### src/port_input_buffer_select_pkg.sv
package port_input_buffer_select_pkg;
    localparam int unsigned REG_WIDTH = 8;
    localparam logic [31:0] PORT_B_OFFSET = 32'h0000_0000;
    localparam logic [31:0] PORT_C_OFFSET = 32'h0000_0004;
    localparam logic [31:0] PORT_D_OFFSET = 32'h0000_0008;
    localparam logic [7:0] PORT_B_IMPL_MASK = 8'h3f;
    localparam logic [7:0] PORT_C_IMPL_MASK = 8'hfc;
    localparam logic [7:0] PORT_D_IMPL_MASK = 8'hff;
    localparam logic [7:0] PORT_B_RESET = 8'h3f;
    localparam logic [7:0] PORT_C_RESET = 8'hfc;
    localparam logic [7:0] PORT_D_RESET = 8'hff;
    localparam logic [1:0] HTRANS_NONSEQ = 2'h2;
    localparam logic [1:0] HTRANS_SEQ = 2'h3;
endpackage : port_input_buffer_select_pkg

### src/select_reg.sv
`timescale 1ns/1ps
module select_reg #(
    parameter logic [7:0] IMPL_MASK = 8'hff,
    parameter logic [7:0] RESET_VAL = 8'hff
) (
    input wire logic hclk,
    input wire logic hresetn,
    input wire logic wr_en,
    input wire logic [7:0] wr_data,
    output logic [7:0] value
);
    logic [7:0] value_r;
    logic [7:0] value_nxt;

    always_comb begin
        value_nxt = value_r;
        if (wr_en) begin
            value_nxt = wr_data & IMPL_MASK;
        end
    end

    always_ff @(posedge hclk or negedge hresetn) begin
        if (!hresetn) begin
            value_r <= RESET_VAL;
        end else begin
            value_r <= value_nxt;
        end
    end

    // Unimplemented bits never store, so they read zero
    assign value = value_r & IMPL_MASK;
endmodule : select_reg

### src/port_input_buffer_select.sv
// Implementation choices: the AHB-Lite register port and the placing of the registers.
`timescale 1ns/1ps
// Behaviour
// - Bits 7 and 6 of the port B select register are absent and read zero.
// - Port B bits 5..0 each turn the matching pin's digital input buffer off when one, on when zero.
// - Port C bits 7..2 each turn the matching pin's digital input buffer off when one, on when zero.
// - Bits 1 and 0 of the port C select register are absent and read zero.
// - Port D bits 7..0 each turn the matching pin's digital input buffer off when one, on when zero.
module port_input_buffer_select (
    input wire logic hclk,
    input wire logic hresetn,
    input wire logic hsel,
    input wire logic [31:0] haddr,
    input wire logic [1:0] htrans,
    input wire logic hwrite,
    input wire logic [2:0] hsize,
    input wire logic [31:0] hwdata,
    input wire logic hready,
    output logic [31:0] hrdata,
    output logic hreadyout,
    output logic hresp,
    output logic [7:0] port_b_buffer_off,
    output logic [7:0] port_c_buffer_off,
    output logic [7:0] port_d_buffer_off
);
    logic wr_pend_r;
    logic wr_pend_nxt;
    logic [3:0] wr_addr_r;
    logic [3:0] wr_addr_nxt;
    logic [31:0] hrdata_r;
    logic [31:0] hrdata_nxt;
    logic access;
    logic [7:0] b_val;
    logic [7:0] c_val;
    logic [7:0] d_val;
    logic wr_b;
    logic wr_c;
    logic wr_d;

    assign access = hsel && hready && (htrans == port_input_buffer_select_pkg::HTRANS_NONSEQ ||
                                       htrans == port_input_buffer_select_pkg::HTRANS_SEQ);

    // Write data arrives one cycle after the address, so the address is held
    always_comb begin
        wr_pend_nxt = 1'b0;
        wr_addr_nxt = wr_addr_r;
        hrdata_nxt = hrdata_r;
        if (access) begin
            wr_pend_nxt = hwrite;
            wr_addr_nxt = haddr[3:0];
            if (!hwrite) begin
                case (haddr[3:0])
                    port_input_buffer_select_pkg::PORT_B_OFFSET[3:0]: hrdata_nxt = {24'h000000, b_val};
                    port_input_buffer_select_pkg::PORT_C_OFFSET[3:0]: hrdata_nxt = {24'h000000, c_val};
                    port_input_buffer_select_pkg::PORT_D_OFFSET[3:0]: hrdata_nxt = {24'h000000, d_val};
                    default: hrdata_nxt = 32'h00000000;
                endcase
            end
        end
    end

    always_ff @(posedge hclk or negedge hresetn) begin
        if (!hresetn) begin
            wr_pend_r <= 1'b0;
            wr_addr_r <= 4'h0;
            hrdata_r <= 32'h00000000;
        end else begin
            wr_pend_r <= wr_pend_nxt;
            wr_addr_r <= wr_addr_nxt;
            hrdata_r <= hrdata_nxt;
        end
    end

    assign wr_b = wr_pend_r && wr_addr_r == port_input_buffer_select_pkg::PORT_B_OFFSET[3:0];
    assign wr_c = wr_pend_r && wr_addr_r == port_input_buffer_select_pkg::PORT_C_OFFSET[3:0];
    assign wr_d = wr_pend_r && wr_addr_r == port_input_buffer_select_pkg::PORT_D_OFFSET[3:0];

    select_reg #(
        .IMPL_MASK(port_input_buffer_select_pkg::PORT_B_IMPL_MASK),
        .RESET_VAL(port_input_buffer_select_pkg::PORT_B_RESET)
    ) u_port_b (
        .hclk(hclk),
        .hresetn(hresetn),
        .wr_en(wr_b),
        .wr_data(hwdata[7:0]),
        .value(b_val)
    );

    select_reg #(
        .IMPL_MASK(port_input_buffer_select_pkg::PORT_C_IMPL_MASK),
        .RESET_VAL(port_input_buffer_select_pkg::PORT_C_RESET)
    ) u_port_c (
        .hclk(hclk),
        .hresetn(hresetn),
        .wr_en(wr_c),
        .wr_data(hwdata[7:0]),
        .value(c_val)
    );

    select_reg #(
        .IMPL_MASK(port_input_buffer_select_pkg::PORT_D_IMPL_MASK),
        .RESET_VAL(port_input_buffer_select_pkg::PORT_D_RESET)
    ) u_port_d (
        .hclk(hclk),
        .hresetn(hresetn),
        .wr_en(wr_d),
        .wr_data(hwdata[7:0]),
        .value(d_val)
    );

    assign port_b_buffer_off = b_val;
    assign port_c_buffer_off = c_val;
    assign port_d_buffer_off = d_val;
    assign hrdata = hrdata_r;
    assign hreadyout = 1'b1;
    assign hresp = 1'b0;
endmodule : port_input_buffer_select

### config.mk
export PLATFORM = sky130hd
export DESIGN_NAME = port_input_buffer_select
export DESIGN_NICKNAME = d
export VERILOG_FILES = /design/src/port_input_buffer_select_pkg.sv /design/src/select_reg.sv /design/src/port_input_buffer_select.sv
export SDC_FILE = /design/constraint.sdc
export NUM_CORES = 1
export LEC_CHECK = 0
export ABC_AREA = 1
export BUFFER_PORTS_ARGS = -buffer_cell sky130_fd_sc_hd__buf_2
export CAP_MARGIN = 20
export CORE_UTILIZATION = 34
export CTS_CLUSTER_SIZE = 20
export DETAILED_ROUTE_END_ITERATION = 16
export PLACE_DENSITY_LB_ADDON = 0.3
export SLEW_MARGIN = 20
export SYNTH_ARGS = -nofsm -noshare
export SYNTH_HDL_FRONTEND = slang
export SYNTH_SLANG_ARGS = --single-unit
### constraint.sdc
create_clock -name hclk -period 1.1 [get_ports hclk]
set_clock_uncertainty 0.05 [all_clocks]
set_input_delay 0 -clock hclk [delete_from_list [all_inputs] [get_ports hclk]]
set_output_delay 0 -clock hclk [all_outputs]
set_load 0.01 [all_outputs]
==> impl_results.md <==
- Slew Viols, Final: 0
- Fmax: approximately 840 MHz
- Area growth syn-to-layout: 34.0%
- Initial antenna violation count: 0
- Crit path time final: 1190 ps
- Max cap viols: 0
- Max clock buf depth: 2
- Crit start category: flop
- First drt pass iteration count: 4
- Overflow after GRT: 0
- Number of clock sinks: 33
- CTS tree: done
- Net count, final: between 300 and 400
- Tot GR Track Use: 0.142
- Initial Util: 0.356
- Outcome: finished with violations
- Most frequent cells in the layout: buf_2, nand2_1, conb_1
- DIE HEIGHT: ~75 um
- Die Wd: 75.4 um
- Yosys top cell area share: 0.287
- Final setup fails: 18
- Synth warn: 0
- Antenna diodes: 0
- Setup ws final: -88.8 ps
- Final period util: 1.08
- Mean Syn Cell Area: 9.44 um^2
- Max VDD drop: 0.00111 V
- Worst endpoint required time: 1280 ps
- Starting DRC count in detailed routing: 46
- Fin cells: about 340
- CP endpoint kind: flop
- First-pass GRT wire length: between 5 and 6 mm
- Root Driver: clkbuf_8
- Slowest stage delay, CP: about 410 ps
- Core region area: roughly 5100 um^2
- Cell variety after synth: 20
- HPWL after detailed placement: 2.55 mm
- Synth Instances: between 150 and 200
- Commonest non-fill, non-tap cell in the layout: buf_2
- Vias: ~1400
- CP Cell Sequence: nor2_4 > buf_4 > nand3_4 > nand2_1 > o21ai_2
- Die area: 5690 um^2
- Violated checks: negative setup slack
- Seq/Total Area, Yosys: 0.464
- Final instance area: 2450 um^2
- Area post-placement: 2070 um^2
- Inserted Clock Buffers: 5
- Dpl cells: a little over 300
- Layout cells sized above 1: 0.535
- Critical path class: reg2reg
- Drt total wl: 3.83 mm
- DRC Markers: 0
- PD cells: 1680 nW/um^2
- H-tree depth: 2
- # rows: 26
- CP max FO: 8
- Slowest-stage cell, CP: dfrtp_1
- Leak Pwr: about 1.3 nW
- ANT nets after route: 0
- Vias in the first global route: 1270
- Area leader, netlist: dfstp_2
- Vias/cell: 4.20
- DR WL/cell: between 10 and 15 um
- Hold Path Class: in2reg
- Clock slew at reported path FFs: roughly 70 ps
- IO Count: 132
- Unrepaired setup endpoints after global routing: true
- Final hold violations: 0
- Clock latency on the worst-skew pair: slightly below 300 ps
- IO buf count: 45
- Placer Congestion: 0.721
- #FFs+latches synth: 33
- Cell Area, Synth: 1830 um^2
- Maximum number of pins on one net before global-route repair: 34
- Critical Path AT: around 1400 ps
- Synth area leaders: dfstp_2, dfrtp_1, buf_4
- Setup TNS: -858 ps
## routing by layer
layer | routed length (um) | track usage | vias to the layer above
li1 | - | - | 717
met1 | 1740 | 0.180 | 650
met2 | 1790 | 0.222 | 50
met3 | 242 | 0.0503 | 7
met4 | 55 | 0.0556 | 0
met5 | 0 | 0 | -
## sequential cells by signal, summed over array words and instances, names as in the netlist
name and flops:
hrdata 8, wr_addr_r 4, u_port_b.value_r 6, wr_pend_r 1
u_port_d.value 8, u_port_c.value_r 6
## what timing repair did
| item | 4_1_cts | 5_1_grt |
|---|---|---|
| hold endpoints to repair | 59 | 1 |
| hold buffers | 14 | 1 |
| pin swaps | 2 | 8 |
| gates resized for setup | 1 | 28 |
| endpoints found under the setup margin | 20 | 28 |
| gates cloned | 0 | 1 |
| setup buffers | 0 | 5 |
## final cells by class
cell class	instances	area, um^2
Clock buffer	5	68.8
Clock inverter	3	17.5
Fill cell	522	2690
Inverter	14	52.6
Multi-Input combinational cell	141	867
Sequential cell	33	851
Tap cell	70	87.6
Timing Repair Buffer	73	510
## cell usage after synthesis
master / number
nor2_2: 1
nand3_1: 24
nand3_2: 1
nor2_4: 4
o21ai_0: 2
nand4_2: 1
buf_6: 3
dfrtp_1: 13
buf_4: 30
inv_1: 11
nor2_1: 2
conb_1: 2
mux2_2: 2
buf_2: 2
o21ai_2: 20
nor2_8: 1
nand2_1: 50
nand3_4: 2
inv_2: 3
dfstp_2: 20
## worst paths after layout
check                              from                 to  slack [ps]  cells past startpoint
setup / recovery           wr_addr_r[1]  u_port_d.value[7]         -90                      5
hold reg to reg               hrdata[3]          hrdata[3]         420                      2
hold / removal                htrans[1]          wr_pend_r           3                      3
max in group asynchronous       hresetn  u_port_d.value[4]         610                      3
min in group asynchronous       hresetn       wr_addr_r[3]         150                      3
setup reg to reg           wr_addr_r[1]  u_port_d.value[7]         -90                      5
## worst max-delay path, delay by kind of cell (launching register included)
kind            cells  cell delay, ps
compound gates      1              50
flops               1             410
buf+inv             1             160
simple gates        3             460
## cells by family (layout without fill, tap and decap cells)
logic type	after synthesis	in the layout	share of synthesized area
mux	2	2	0.0123
buf+inv	49	95	0.176
simple gates	86	87	0.242
compound gates	22	22	0.101
flops	33	33	0.464
other cells	2	30	0.00410
## stage by stage
step | total power [mW] | setup WS [ps] | hold WS [ps] | util
after floorplan | 2.69 | 38.6 | -346 | -
after global placement | 3.09 | -33.3 | -81.2 | 0.402
after detailed placement | 3.11 | -39.4 | -77.9 | 0.402
after CTS | 4.05 | -50.5 | 4.57 | 0.447
after global routing | 4.39 | -129 | 8.21 | 0.478
final | 4.13 | -88.8 | 3.08 | 0.478
## report_power, final
| group | internal, mW | switching, mW | total [mW] | leakage [nW] |
|---|---|---|---|---|
| registers | 1.72 | 0.292 | 2.01 | 0.381 |
| logic | 0.565 | 0.659 | 1.22 | 0.840 |
| clock network | 0.436 | 0.454 | 0.890 | 0.0439 |
(Power assumes the default switching activity.)
